--- src/ssef_pkg.sv ---
// Package: register map, field layout and constants for scale slew and freeze
package ssef_pkg;

  // ----------------------------------------------------------------------
  // Register offsets
  // ----------------------------------------------------------------------
  localparam logic [6:0] STANDBY_DELAY_ADDR   = 7'h15;
  localparam logic [6:0] FREEWHEEL_DELAY_ADDR = 7'h16;
  localparam logic [6:0] VELOCITY_LIMIT_ADDR  = 7'h17;
  localparam logic [6:0] RISE_INTERVAL_ADDR   = 7'h18;
  localparam logic [6:0] HOLD_INTERVAL_ADDR   = 7'h19;
  localparam logic [6:0] FALL_INTERVAL_ADDR   = 7'h1a;
  localparam logic [6:0] BOOST_DELAY_ADDR     = 7'h1b;
  localparam logic [6:0] SCALE_VALUES_ADDR    = 7'h06;
  localparam logic [6:0] CONTROL_ADDR         = 7'h05;
  localparam logic [6:0] EVENT_ADDR           = 7'h0e;
  localparam logic [6:0] VELOCITY_ADDR        = 7'h22;
  localparam logic [6:0] HALT_CONFIG_ADDR     = 7'h4e;

  // ----------------------------------------------------------------------
  // Field layout
  // ----------------------------------------------------------------------
  localparam int HALT_DECEL_LSB   = 0;
  localparam int HALT_DECEL_W     = 24;
  localparam int HALT_SCALE_LSB   = 24;
  localparam int SCALE_W          = 8;
  localparam int HALT_EVENT_BIT   = 10;
  localparam int HOLD_SCALE_LSB   = 24;
  localparam int SECOND_SCALE_LSB = 16;
  localparam int FIRST_SCALE_LSB  = 8;
  localparam int BOOST_SCALE_LSB  = 0;
  localparam int CTL_HOLD_EN      = 0;
  localparam int CTL_DRIVE_EN     = 1;
  localparam int CTL_SECOND_EN    = 2;
  localparam int CTL_BOOST_ACC_EN = 3;
  localparam int CTL_RAMP_START   = 4;

  // ----------------------------------------------------------------------
  // Reset values and timing
  // ----------------------------------------------------------------------
  localparam logic [31:0] REG_RESET    = 32'h0000_0000;
  localparam logic [7:0]  SCALE_RESET  = 8'h00;
  localparam int          HALT_FILTER  = 3;

endpackage : ssef_pkg

--- src/ssef_halt_filter.sv ---
// Emergency halt input filter with falling edge detection
module ssef_halt_filter
  import ssef_pkg::*;
#(
  parameter int SAMPLES = ssef_pkg::HALT_FILTER
)(
  input  wire logic i_clock,
  input  wire logic i_rst_b,
  input  wire logic i_halt_n,
  output logic      o_halt_low,
  output logic      o_halt_fall
);

  logic [SAMPLES-1:0] hist_q;
  logic               low_q;

  // ----------------------------------------------------------------------
  // Sample history; a glitch shorter than the window never counts
  // ----------------------------------------------------------------------
  always_ff @(posedge i_clock or negedge i_rst_b)
  begin
    if (!i_rst_b)
    begin
      hist_q <= '1;
      low_q  <= 1'b0;
    end
    else
    begin
      hist_q <= {hist_q[SAMPLES-2:0], i_halt_n};
      if (hist_q == '0)
        low_q <= 1'b1;                            // [RULE12] [RULE16]
      else if (hist_q == '1)
        low_q <= 1'b0;
    end
  end

  assign o_halt_low  = low_q;
  assign o_halt_fall = (hist_q == '0) && !low_q;  // [RULE10]
endmodule : ssef_halt_filter

--- src/ssef_step_timer.sv ---
// Step interval timer giving one pulse per elapsed interval
module ssef_step_timer #(
  parameter int W = 32
)(
  input  wire logic         i_clock,
  input  wire logic         i_rst_b,
  input  wire logic         i_run,
  input  wire logic [W-1:0] i_interval,
  output logic              o_tick
);

  logic [W-1:0] count_q;

  // ----------------------------------------------------------------------
  // Count cycles; restart whenever stopped so each phase starts fresh
  // ----------------------------------------------------------------------
  always_ff @(posedge i_clock or negedge i_rst_b)
  begin
    if (!i_rst_b)
      count_q <= '0;
    else if (!i_run || o_tick)
      count_q <= '0;
    else
      count_q <= count_q + W'(1);
  end

  // Zero interval ticks every cycle: target taken at once
  assign o_tick = i_run && ((i_interval == '0) || (count_q + W'(1) >= i_interval));

endmodule : ssef_step_timer

--- src/ssef_core.sv ---
// Scale slew sequencer and emergency freeze with register port
// Contract
// RULE1 - In hold, step scale down one per hold interval until standstill scale
// RULE2 - Zero hold interval loads standstill scale at once
// RULE3 - Higher target: step up one per rise interval; interval at 0x18
// RULE4 - Zero rise interval takes higher target immediately
// RULE5 - Lower target: step down one per fall interval; interval at 0x1A
// RULE6 - Zero fall interval takes lower target immediately
// RULE7 - Boost, standby and freewheel timers use registers 0x1B, 0x15, 0x16
// RULE8 - Two drive scales, boost on acc: first scale below velocity limit
// RULE9 - Velocity through zero restarts acceleration phase and boost
// RULE10 - Falling halt input stops ramp at once as configured
// RULE11 - Halt low sets event bit 10, held until reset
// RULE12 - Halt low recognised after three consecutive low samples
// RULE13 - Freeze register bits 23:0 hold halt deceleration
// RULE14 - Freeze register bits 31:24 hold halt scale
// RULE15 - Freeze register written once after reset, only before ramp start
// RULE16 - Halt input always active low, polarity fixed
// RULE17 - Freeze register always readable
// RULE18 - Ramp registers stay readable while halt_latched_event
// RULE19 - Hold interval register at 0x19 sets cycles between down steps
// RULE20 - Halt deceleration is raw velocity change per cycle; zero stops hard
// RULE21 - Nonzero halt scale becomes active scale after halt event
// RULE22 - Zero halt scale keeps last scale permanently while halt_latched_event
// RULE23 - Later freeze register writes silently ignored until reset
module ssef_core
  import ssef_pkg::*;
#(
  parameter int DW = 32,
  parameter int SW = ssef_pkg::SCALE_W
)(
  input  wire logic                i_clock,
  input  wire logic                i_rst_b,
  input  wire logic                i_wr,
  input  wire logic                i_rd,
  input  wire logic [6:0]          i_addr,
  input  wire logic [DW-1:0]       i_wdata,
  input  wire logic                i_emergency_halt_n,
  input  wire logic signed [31:0]  i_current_velocity,
  output logic [DW-1:0]            o_rdata,
  output logic                     o_rvalid,
  output logic [SW-1:0]            o_actual_scale_level,
  output logic signed [31:0]       o_halt_velocity,
  output logic                     o_halt_latched_event
);
  import ssef_pkg::*;

  typedef enum logic [2:0] {ST_MOTION, ST_BOOST, ST_STANDBY, ST_HOLD, ST_FREE}
    ssef_phase_e;

  // ----------------------------------------------------------------------
  // Registers
  // ----------------------------------------------------------------------
  logic [DW-1:0] ctl_q, scales_q, vlimit_q, rise_q, hold_q, fall_q;
  logic [DW-1:0] boost_dly_q, stby_dly_q, free_dly_q, halt_cfg_q;
  logic          halt_locked_q, ramp_started_q, halt_event_q;
  logic [SW-1:0] scale_q, target_d, halt_latched_event_scale_q;
  logic signed [31:0] halt_vel_q, vel_prev_q;
  logic [DW-1:0] rdata_q;
  logic          rvalid_q;
  logic [DW-1:0] phase_cnt_q;
  ssef_phase_e   phase_q;
  logic          halt_low, halt_fall;

  // Absolute value used by the drive scale comparison, the acceleration test and halt deceleration
  function automatic logic [31:0] abs_vel(input logic signed [31:0] v);
    abs_vel = v[31] ? 32'(-v) : 32'(v);
  endfunction : abs_vel

  ssef_halt_filter #(.SAMPLES(HALT_FILTER)) u_filter (
    .i_clock     (i_clock),
    .i_rst_b     (i_rst_b),
    .i_halt_n    (i_emergency_halt_n),
    .o_halt_low  (halt_low),
    .o_halt_fall (halt_fall)
  );

  // ----------------------------------------------------------------------
  // Register writes; freeze config is write-once before any ramp start
  // ----------------------------------------------------------------------
  always_ff @(posedge i_clock or negedge i_rst_b)
  begin
    if (!i_rst_b)
    begin
      ctl_q <= REG_RESET; scales_q <= REG_RESET; vlimit_q <= REG_RESET;
      rise_q <= REG_RESET; hold_q <= REG_RESET; fall_q <= REG_RESET;
      boost_dly_q <= REG_RESET; stby_dly_q <= REG_RESET; free_dly_q <= REG_RESET;
      halt_cfg_q <= REG_RESET;
      halt_locked_q <= 1'b0;
    end
    else if (i_wr)
    begin
      unique case (i_addr)
        CONTROL_ADDR:         ctl_q <= i_wdata;
        SCALE_VALUES_ADDR:    scales_q <= i_wdata;
        VELOCITY_LIMIT_ADDR:  vlimit_q <= i_wdata;
        RISE_INTERVAL_ADDR:   rise_q <= i_wdata;      // [RULE3]
        HOLD_INTERVAL_ADDR:   hold_q <= i_wdata;      // [RULE19]
        FALL_INTERVAL_ADDR:   fall_q <= i_wdata;      // [RULE5]
        BOOST_DELAY_ADDR:     boost_dly_q <= i_wdata; // [RULE7]
        STANDBY_DELAY_ADDR:   stby_dly_q <= i_wdata;  // [RULE7]
        FREEWHEEL_DELAY_ADDR: free_dly_q <= i_wdata;  // [RULE7]
        HALT_CONFIG_ADDR:
          if (!halt_locked_q && !ramp_started_q)
          begin
            halt_cfg_q    <= i_wdata;                 // [RULE13] [RULE14] [RULE15]
            halt_locked_q <= 1'b1;
          end                                         // [RULE23]
        default: ;
      endcase
    end
  end

  // Ramp start: velocity leaves zero or start strobe in control word
  always_ff @(posedge i_clock or negedge i_rst_b)
  begin
    if (!i_rst_b)
      ramp_started_q <= 1'b0;
    else if (i_current_velocity != 0 || ctl_q[CTL_RAMP_START])
      ramp_started_q <= 1'b1;                         // [RULE15]
  end

  // ----------------------------------------------------------------------
  // Halt event latch, sticky until reset
  // ----------------------------------------------------------------------
  always_ff @(posedge i_clock or negedge i_rst_b)
  begin
    if (!i_rst_b)
    begin
      halt_event_q   <= 1'b0;
      halt_latched_event_scale_q <= SCALE_RESET;
    end
    else if (halt_fall && !halt_event_q)
    begin
      halt_event_q   <= 1'b1;                         // [RULE11] [RULE10]
      halt_latched_event_scale_q <= scale_q;                      // [RULE22]
    end
  end

  // Velocity during freeze: raw per-cycle decrement, zero gives hard stop
  always_ff @(posedge i_clock or negedge i_rst_b)
  begin
    if (!i_rst_b)
      halt_vel_q <= '0;
    else if (!halt_event_q && !halt_fall)
      halt_vel_q <= i_current_velocity;
    else if (halt_cfg_q[HALT_DECEL_LSB +: HALT_DECEL_W] == '0)
      halt_vel_q <= '0;                               // [RULE20]
    else if (abs_vel(halt_vel_q) <= 32'(halt_cfg_q[HALT_DECEL_LSB +: HALT_DECEL_W]))
      halt_vel_q <= '0;
    else if (halt_vel_q[31])
      halt_vel_q <= halt_vel_q + $signed({8'h00, halt_cfg_q[23:0]}); // [RULE20]
    else
      halt_vel_q <= halt_vel_q - $signed({8'h00, halt_cfg_q[23:0]});
  end

  // ----------------------------------------------------------------------
  // Scale phase: boost after start, standby and freewheel timers
  // ----------------------------------------------------------------------
  always_ff @(posedge i_clock or negedge i_rst_b)
  begin
    if (!i_rst_b)
    begin
      phase_q     <= ST_HOLD;
      phase_cnt_q <= '0;
      vel_prev_q  <= '0;
    end
    else
    begin
      vel_prev_q  <= i_current_velocity;
      phase_cnt_q <= phase_cnt_q + DW'(1);
      unique case (phase_q)
        ST_MOTION:
          if (i_current_velocity == 0)
          begin
            phase_q <= ST_STANDBY; phase_cnt_q <= '0;
          end
        ST_BOOST:
          if (i_current_velocity == 0)
          begin
            phase_q <= ST_STANDBY; phase_cnt_q <= '0;
          end
          else if (phase_cnt_q >= boost_dly_q)        // [RULE7]
            phase_q <= ST_MOTION;
        ST_STANDBY, ST_HOLD, ST_FREE:
          if (i_current_velocity != 0)
          begin
            phase_q <= ST_BOOST; phase_cnt_q <= '0;
          end
          else if (phase_q == ST_STANDBY && phase_cnt_q >= stby_dly_q)
          begin
            phase_q <= ST_HOLD; phase_cnt_q <= '0;    // [RULE7]
          end
          else if (phase_q == ST_HOLD && phase_cnt_q >= free_dly_q)
            phase_q <= ST_FREE;                       // [RULE7]
      endcase
    end
  end

  // Acceleration while magnitude grows, or at a zero crossing
  logic accel;
  assign accel = (abs_vel(i_current_velocity) > abs_vel(vel_prev_q))
               || (i_current_velocity[31] != vel_prev_q[31]);      // [RULE9]

  // ----------------------------------------------------------------------
  // Target scale selection
  // ----------------------------------------------------------------------
  always_comb
  begin
    target_d = scale_q;
    unique case (phase_q)
      ST_HOLD:    target_d = scales_q[HOLD_SCALE_LSB +: SW];
      ST_FREE:    target_d = SCALE_RESET;
      ST_STANDBY: target_d = scale_q;
      ST_BOOST:   target_d = scales_q[BOOST_SCALE_LSB +: SW];
      ST_MOTION:
        if (ctl_q[CTL_BOOST_ACC_EN] && accel)
          target_d = scales_q[BOOST_SCALE_LSB +: SW];              // [RULE9]
        else if (ctl_q[CTL_SECOND_EN]
                 && abs_vel(i_current_velocity) >= vlimit_q)
          target_d = scales_q[SECOND_SCALE_LSB +: SW];
        else if (ctl_q[CTL_DRIVE_EN])
          target_d = scales_q[FIRST_SCALE_LSB +: SW];              // [RULE8]
    endcase
    if (halt_event_q)
      target_d = (halt_cfg_q[HALT_SCALE_LSB +: SW] != '0)
               ? halt_cfg_q[HALT_SCALE_LSB +: SW] : halt_latched_event_scale_q; // [RULE21] [RULE22]
  end

  logic up_need, dn_need, up_tick, dn_tick, hold_dn;
  assign up_need = !halt_event_q && target_d > scale_q;
  assign dn_need = !halt_event_q && target_d < scale_q;
  assign hold_dn = phase_q == ST_HOLD;

  ssef_step_timer #(.W(DW)) u_up (
    .i_clock (i_clock), .i_rst_b (i_rst_b), .i_run (up_need),
    .i_interval (rise_q), .o_tick (up_tick)
  );
  ssef_step_timer #(.W(DW)) u_dn (
    .i_clock (i_clock), .i_rst_b (i_rst_b), .i_run (dn_need),
    .i_interval (hold_dn ? hold_q : fall_q), .o_tick (dn_tick)
  );

  // ----------------------------------------------------------------------
  // Actual scale slew; zero interval jumps straight to the target
  // ----------------------------------------------------------------------
  always_ff @(posedge i_clock or negedge i_rst_b)
  begin
    if (!i_rst_b)
      scale_q <= SCALE_RESET;
    else if (halt_event_q)
      scale_q <= target_d;                            // [RULE21] [RULE22]
    else if (up_tick)
      scale_q <= (rise_q == '0) ? target_d : scale_q + SW'(1);     // [RULE3] [RULE4]
    else if (dn_tick && hold_dn)
      scale_q <= (hold_q == '0) ? target_d : scale_q - SW'(1);     // [RULE1] [RULE2]
    else if (dn_tick)
      scale_q <= (fall_q == '0) ? target_d : scale_q - SW'(1);     // [RULE5] [RULE6]
  end

  // ----------------------------------------------------------------------
  // Read port; everything stays readable while halt_latched_event
  // ----------------------------------------------------------------------
  always_ff @(posedge i_clock or negedge i_rst_b)
  begin
    if (!i_rst_b)
    begin
      rdata_q  <= '0;
      rvalid_q <= 1'b0;
    end
    else
    begin
      rvalid_q <= i_rd;
      if (i_rd)
      begin
        rdata_q <= '0;
        unique case (i_addr)
          CONTROL_ADDR:         rdata_q <= ctl_q;
          SCALE_VALUES_ADDR:    rdata_q <= scales_q;
          VELOCITY_LIMIT_ADDR:  rdata_q <= vlimit_q;
          RISE_INTERVAL_ADDR:   rdata_q <= rise_q;
          HOLD_INTERVAL_ADDR:   rdata_q <= hold_q;
          FALL_INTERVAL_ADDR:   rdata_q <= fall_q;
          BOOST_DELAY_ADDR:     rdata_q <= boost_dly_q;
          STANDBY_DELAY_ADDR:   rdata_q <= stby_dly_q;
          FREEWHEEL_DELAY_ADDR: rdata_q <= free_dly_q;
          HALT_CONFIG_ADDR:     rdata_q <= halt_cfg_q;             // [RULE17]
          EVENT_ADDR:           rdata_q[HALT_EVENT_BIT] <= halt_event_q;
          VELOCITY_ADDR:        rdata_q <= halt_event_q ? halt_vel_q
                                                        : i_current_velocity; // [RULE18]
          default: ;
        endcase
      end
    end
  end

  assign o_rdata              = rdata_q;
  assign o_rvalid             = rvalid_q;
  assign o_actual_scale_level = scale_q;
  assign o_halt_velocity      = halt_vel_q;
  assign o_halt_latched_event             = halt_event_q;
endmodule : ssef_core

--- config.mk ---
export PLATFORM = sky130hd
export DESIGN_NAME = ssef_core
export DESIGN_NICKNAME = d
export VERILOG_FILES = /design/src/ssef_pkg.sv /design/src/ssef_halt_filter.sv /design/src/ssef_step_timer.sv /design/src/ssef_core.sv
export SDC_FILE = /design/constraint.sdc
export NUM_CORES = 1
export LEC_CHECK = 0
export BUFFER_PORTS_ARGS = -buffer_cell sky130_fd_sc_hd__buf_2
export CORE_UTILIZATION = 35
export CTS_CLUSTER_DIAMETER = 60
export DETAILED_ROUTE_END_ITERATION = 10
export PLACE_DENSITY = 0.56
export SYNTH_ARGS = -nofsm -noshare
export SYNTH_HDL_FRONTEND = slang
export SYNTH_SLANG_ARGS = --single-unit
--- constraint.sdc ---
create_clock -name i_clock -period 17.2 [get_ports i_clock]
set_input_delay 0.86 -clock i_clock [delete_from_list [all_inputs] [get_ports i_clock]]
set_output_delay 0.86 -clock i_clock [all_outputs]
set_load 0.02 [all_outputs]
---- Word-level counts from Yosys, hierarchy flattened ----
Cells that the tools add are included.
storage, ports and cells
  register bits after elaboration ......... 539
  bits of input ports ..................... 76
  output and inout port bits .............. 74
  word-level logic and storage cells ...... 157
operators by class
  add/sub/neg operators ................... 10
  magnitude comparators ................... 10
  equality and inequality tests ........... 21
  muxes and demuxes ....................... 40
  reductions and logical operators ........ 51
operator list
  operator               number
  $mux 32                14
  $pmux 21 s11           1
  $ge 32x32->1           6
  $logic_not 32->1       5
  $pmux 10 s11           1
  $add 32x1->32 const B  3
  $mux 8                 12
  $neg 32->32            3
  $pmux 32 s2            1
  $eq 7x5->1 const B     7
  $pmux 8 s5             1
  $add 32x25->32         1
  $gt 32x32->1           1
  $le 32x24->1           1
  $reduce_bool 32->1     1
  $sub 32x25->32         1
  $logic_not 24->1       1
  $mux 3                 6
  $reduce_and 2->1       9
  $eq 7x3->1 const B     2
  $logic_and 1x1->1      13
  $pmux 1 s12            1
  $pmux 3 s3             1
  $add 8x1->8 const B    1
  23 further kinds       39

---- Longest topological paths before layout ----
  word-level depth ........................ 15
  depth in mapped cells ................... 29

---- Modules after synthesis ----
From an unflattened synthesis, not the netlist that was laid out.
second synthesis, totals
  cells, all modules ...................... 3,528
  area total of the unflattened synthesis .. 35,460.3 um^2
by module, submodules not included
  module                   instances  cells each  area each (um^2)  sequential area each (um^2)
  ssef_core                1          2,968       29,821.1          11,788.8
  ssef_step_timer at u_dn  1          276         2,758.9           800.8
  ssef_step_timer at u_up  1          276         2,747.6           800.8
  ssef_halt_filter         1          8           132.6             103.8

---- Worst setup path before layout ----
No wires, ideal clock.
  path type ............................... input port to flip-flop
  from .................................... input port i_current_velocity[20]
  to ...................................... register scale_q[2], in the netlist o_actual_scale_level[2]
  library setup time ...................... 0.135 ns
  arrival time ............................ 6.501 ns
  required time ........................... 17.065 ns
  setup slack ............................. 10.564 ns
  stages on the path ...................... 24
  buffers on the path ..................... 1
  path through ............................ or4_1 nor4_2 nand3_1 or4_1 o21ai_0 xnor2_1 ha_1 a21oi_1 o21ai_0 a22oi_1 nand3_1 nor2_1 mux2_2 a211o_1 ha_1 a21oi_1 o21ai_0 o221ai_1 nor2b_1 nor2b_1 clkbuf_1 o21ai_0 a21boi_0 o31ai_1
on the way
  longest elaborated chain between the ends .. 15
  elaborated cells on any way between the ends .. 26
ends and longest elaborated chain
  what                                                          line                                RTL
  start, declared                                               ssef_core.sv:39                     input wire logic signed [31:0] i_current_velocity,
  $neg 32->32                                                   ssef_core.sv:67                     abs_vel = v[31] ? 32'(-v) : 32'(v);
  $mux 32 *                                                     ssef_core.sv:67
  $ge 32x32->1 / $gt 32x32->1 (equally long branches)           ssef_core.sv:220, ssef_core.sv:202
  $logic_and 1x1->1 / $logic_or 1x1->1 (equally long branches)  ssef_core.sv:220, ssef_core.sv:203
  $mux 8 / $logic_and 1x1->1 (equally long branches)            ssef_core.sv:219, ssef_core.sv:217
  $mux 8 *                                                      ssef_core.sv:217                    if (ctl_q[CTL_BOOST_ACC_EN] && accel)
  $pmux 8 s5 *                                                  ssef_core.sv:211                    unique case (phase_q)
  $mux 8 *                                                      ssef_core.sv:225                    if (halt_event_q)
  $lt 8x8->1                                                    ssef_core.sv:232                    assign dn_need = !halt_event_q && target_d < scale_q;
  $logic_and 1x1->1                                             ssef_core.sv:232
  $logic_and 1x1->1                                             ssef_step_timer.sv:28               assign o_tick = i_run && ((i_interval == '0) || (count_q + W'(1) >= i_interval));
  $logic_and 1x1->1                                             ssef_core.sv:255                    else if (dn_tick && hold_dn)
  $mux 8                                                        ssef_core.sv:255
  $mux 8                                                        ssef_core.sv:253                    else if (up_tick)
  $mux 8                                                        ssef_core.sv:251                    else if (halt_event_q)
  end signal, assigned                                          ssef_core.sv:252                    scale_q <= target_d;
  end signal, assigned                                          ssef_core.sv:254                    scale_q <= (rise_q == '0) ? target_d : scale_q + SW'(1);
  end signal, assigned                                          ssef_core.sv:256                    scale_q <= (hold_q == '0) ? target_d : scale_q - SW'(1);
  end, declared                                                 ssef_core.sv:57                     logic [SW-1:0] scale_q, target_d, halt_latched_event_scale_q;
Every way passes the cells marked *; elsewhere a longest branch is shown, timed or not. The select of a mux whose other input is x is not followed.
A chain may end at the register's enable or synchronous reset.

---- Worst setup path after layout ----
  from .................................... register vel_prev_q[7]
  to ...................................... register scale_q[0], in the netlist o_actual_scale_level[0]
on the way
  longest elaborated chain between the ends .. 15
  elaborated cells on any way between the ends .. 23
ends and longest elaborated chain
  what                    line                   RTL
  start, declared         ssef_core.sv:58        logic signed [31:0] halt_vel_q, vel_prev_q;
  start signal, assigned  ssef_core.sv:170       vel_prev_q <= i_current_velocity;
  $neg 32->32             ssef_core.sv:67
  $mux 32 *               ssef_core.sv:67
  $gt 32x32->1 *          ssef_core.sv:202       assign accel = (abs_vel(i_current_velocity) > abs_vel(vel_prev_q))
  $logic_or 1x1->1 *      ssef_core.sv:203       || (i_current_velocity[31] != vel_prev_q[31]);
  $logic_and 1x1->1 *     ssef_core.sv:217
  $mux 8 *                ssef_core.sv:217
  $pmux 8 s5 *            ssef_core.sv:211
  $mux 8 *                ssef_core.sv:225
  $lt 8x8->1              ssef_core.sv:232
  $logic_and 1x1->1       ssef_core.sv:232
  $logic_and 1x1->1       ssef_step_timer.sv:28
  $logic_and 1x1->1       ssef_core.sv:255
  $mux 8                  ssef_core.sv:255
  $mux 8                  ssef_core.sv:253
  $mux 8                  ssef_core.sv:251
Marked as above.

==> impl_metrics.csv <==
group,metric,value,unit
final_layout,drive_above_1_share,19.31,%
global_route,grt_usage,23.97,%
worst_setup_path,cp_common_cell,"a21oi_1",
timing,worst_slew_pin_slew,1.209,ns
worst_setup_path,setup.worst_path.start_class,"flop",
worst_setup_path,slowest_stage,"nor2b_1",
floorplanning,ios,150,
clocking,clk_latency,0.63,ns
placement,place_inst,4788,
routing,firstDrtPassIters,5,
floorplanning,die_h,316.8,um
clocking,postCtsSetupRepairBufs,0,
global_route,grt_pass1_wl,179100,um
worst_setup_path,worstPathCellList,"nor4_1 -> nand3_1 -> or3_1 -> or4_1 -> or4_4 -> or4_1 -> ha_1 -> a2111oi_0 -> o21ai_0 -> o31ai_1 -> a21oi_1 -> a21boi_0 -> a21oi_1 -> a211o_1 -> ha_1 -> nand2_1 -> o21ai_0 -> o221ai_1 -> nor2b_1 -> nor2b_1 -> a21oi_1 -> or3_1 -> a32oi_1",
timing,fin_crit_sh,47.54,%
pwr,leakage,18.25,nW
routing,ant_nets,0,
floorplanning,row_count,115,
synth,synth_edf_count,0,
clocking,numCtsBuffers,72,
clocking,htreeDepth,3,
timing,hold_violations,0,
clocking,cts_resized,0,
synth,netlist-cell-type-count,84,
timing,setup_tns,0,ns
worst_setup_path,slowest_delay,0.74,ns
synth,yosysTopAreaCellShare,38.52,%
global_route,grt_max_degree,92,
routing,vias,27890,
synth,synth_top_cell_by_area,"dfrtp_1",
pwr,ir_worst_vdd,0.06630,mV
worst_setup_path,setup.worst_path.class,"flop to flop",
timing,layout_setup_ws,9.024,ns
clocking,cts-root-buf,"clkbuf_16",
final_layout,fill_cells,9699,
worst_setup_path,rr_endpoint,"o_actual_scale_level[0]$_DFFE_PN0P_",
routing,drc,0,
synth,synth_nets,3845,
floorplanning,fp.dieW,316.8,um
timing,period_minus_slack,8.176,ns
timing,setup_violations,0,
clocking,clkTransAtPathRegs,0.06,ns
timing,max_freq,122.3,MHz
synth,synth_warnings,0,
worst_setup_path,cp.required,17.74,ns
routing,post_drt_wl_per_cell,24.60,um
final_layout,layoutNonFillerInstCount,4922,
worst_setup_path,arrival,8.72,ns
worst_setup_path,cp-end-kind,"flop",
floorplanning,core,98280,um^2
job,maxCapViolCount,0,
worst_setup_path,reg2reg_slack,9.02,ns
floorplanning,die_area,100400,um^2
synth,syn_inst,3472,
synth,synth.area.top_cells,"dfrtp_1, mux2_2, ha_1, xnor2_1, inv_1",
routing,drtIter0Drc,2232,
clocking,clock_path_buffers,3,
synth,ys.flop_type,"dfrtp_1",
synth,syn_area,34690,um^2
placement,dp_hpwl,93500,um
routing,via_per_inst,5.667,
placement,portBuffers,149,
timing,rsz0062_at_grt,"no",
placement,gp_congestion,0.9451,
timing,slew_viol_final,0,
synth,synth-seq-cells,539,
synth,seq_area_frac_synth,38.89,%
timing,fin_skew,0.02360,ns
worst_hold_path,hp-class,"input pin to asynchronous set/reset pin",
global_route,antenna_found_initial,9,
synth,syn_area_per_cell,9.993,um^2
final_layout,syn_to_final_growth,13.35,%
worst_setup_path,worst_r2r_path_depth,23,
global_route,grt-ovfl-total,0,
final_layout,layout.nets,3948,
clocking,cts.sinks,539,
clocking,ctsHoldBuffers,0,
worst_setup_path,r2r_start,"vel_prev_q[7]$_DFF_PN0_",
clocking,cts_tree,"yes",
worst_setup_path,crit_fanout,13,
routing,drt-total-wl,121100,um
floorplanning,start_util,35.30,%
placement,dp_slack,9.052,ns
global_route,grt_pass1_vias,27490,
run_status,status,"complete, no violations",
timing,slew_headroom,18.29,%
pwr,power.density_cell_area,89.34,nW/um^2
synth,async_flop_share,100.0,%
cell families (layout without fill, tap and decap cells):
kind of cell | count (synthesis) | count (layout) | share of synthesized area [%]
other cells | 0 | 4 | 0
flops | 539 | 539 | 38.89
buf+inv | 429 | 588 | 4.677
xor+xnor | 227 | 227 | 5.730
mux | 400 | 400 | 12.73
fa+ha+maj | 297 | 297 | 10.73
simple gates | 821 | 821 | 12.10
compound gates | 759 | 759 | 15.14
area by class of cell:
type | count | area (um^2) | area share [%]
repair buffers | 191 | 1071 | 2.724
inverters | 267 | 1002 | 2.549
multi-input cells | 2504 | 19640 | 49.93
well taps | 1287 | 1610 | 4.095
flip-flops and latches | 539 | 13500 | 34.32
diodes | 4 | 10.01 | 0.02545
clock buffers | 93 | 2033 | 5.170
clock inverters | 37 | 466.7 | 1.187
worst max-delay path: cells and delay by family, from the launching register on:
family / cells / cell delay, ns
AOI/OAI and AO/OA: 11 / 3.20
and+or+nand+nor: 10 / 3.93
DFF: 1 / 0.42
adders and majority gates: 2 / 0.54
cell usage after synthesis, drive strengths merged, types with 12 or more instances:
library cell and number:
nor2b 53, ha 296, mux2 331, nor3 48, o21ai 166, a41o 33
o211ai 15, a31oi 26, and3 49, or3 22, buf 73, a21o 62
or4 17, a22o 36, a211oi 14, and2 13, nor2 202, or2 12
dfrtp 534, inv 266, nand4 63, nand2b 24, xnor2 147, nand2 175
nor4 51, nand3 67, o22ai 15, a221oi 68, a22oi 67, o31ai 25
o41ai 13, o21a 16, mux2i 69, a21oi 130, clkbuf 89, xor2 80
stage by stage:
step	instance area (um^2)	util, %	hold slack, ns	power (mW)
2_1_floorplan	34690	-	0.3608	1.732
3_3_place_gp	36820	37.46	0.3675	1.941
3_5_place_dp	36820	37.46	0.3723	1.946
4_1_cts	39320	40.01	0.2829	3.546
5_1_grt	39320	40.01	0.3029	3.655
6_report	39330	40.02	0.2662	3.514
layout by cell type (no fill, tap or decap), types with 14 or more instances in the layout:
cell type | synthesis | final
dfrtp_1 | 534 | 532
mux2_2 | 331 | 331
ha_1 | 296 | 296
inv_1 | 266 | 266
nor2_1 | 202 | 194
nand2_1 | 174 | 174
o21ai_0 | 164 | 164
buf_2 | 4 | 148
xnor2_1 | 147 | 147
a21oi_1 | 130 | 130
xor2_1 | 80 | 80
clkbuf_16 | 0 | 74
mux2i_1 | 69 | 69
a221oi_1 | 68 | 68
a22oi_1 | 67 | 67
nand3_1 | 67 | 66
nand4_1 | 63 | 63
a21o_1 | 62 | 62
nor2b_1 | 53 | 53
and3_1 | 49 | 49
nor4_1 | 49 | 47
nor3_1 | 45 | 42
buf_4 | 2 | 42
a22o_1 | 36 | 36
a41o_1 | 33 | 33
a31oi_1 | 26 | 26
o31ai_1 | 25 | 25
nand2b_1 | 24 | 24
or3_1 | 21 | 21
o21a_1 | 16 | 16
o211ai_1 | 15 | 15
o22ai_1 | 15 | 15
or4_1 | 14 | 14
a211oi_1 | 14 | 14
power by group:
group          switching (mW)  internal, mW  leakage, nW
registers               0.107          1.34         7.28
clock network           0.622         0.965         1.23
logic                   0.284         0.194         9.74
total                    1.01          2.50         18.2
worst max path at each step:
stage | from | endpoint | slack [ns]
after detailed placement | i_current_velocity[0] | o_actual_scale_level[0]$_DFFE_PN0P_ | 9.05
after global routing | vel_prev_q[7]$_DFF_PN0_ | o_actual_scale_level[0]$_DFFE_PN0P_ | 8.28
after CTS | vel_prev_q[7]$_DFF_PN0_ | o_actual_scale_level[0]$_DFFE_PN0P_ | 9.10
final | vel_prev_q[7]$_DFF_PN0_ | o_actual_scale_level[0]$_DFFE_PN0P_ | 9.02
after floorplan | i_current_velocity[20] | o_actual_scale_level[2]$_DFFE_PN0P_ | 10.56
after global placement | i_current_velocity[0] | o_actual_scale_level[0]$_DFFE_PN0P_ | 9.11
layer usage:
metal	track usage [%]	wire length (um)	vias to the layer above
li1	-	-	12920
met1	32.71	54270	13950
met2	38.41	55390	847
met3	2.987	6802	168
met4	9.703	4569	6
met5	0	40	-
No activity file was read; power rests on OpenSTA's default activity.
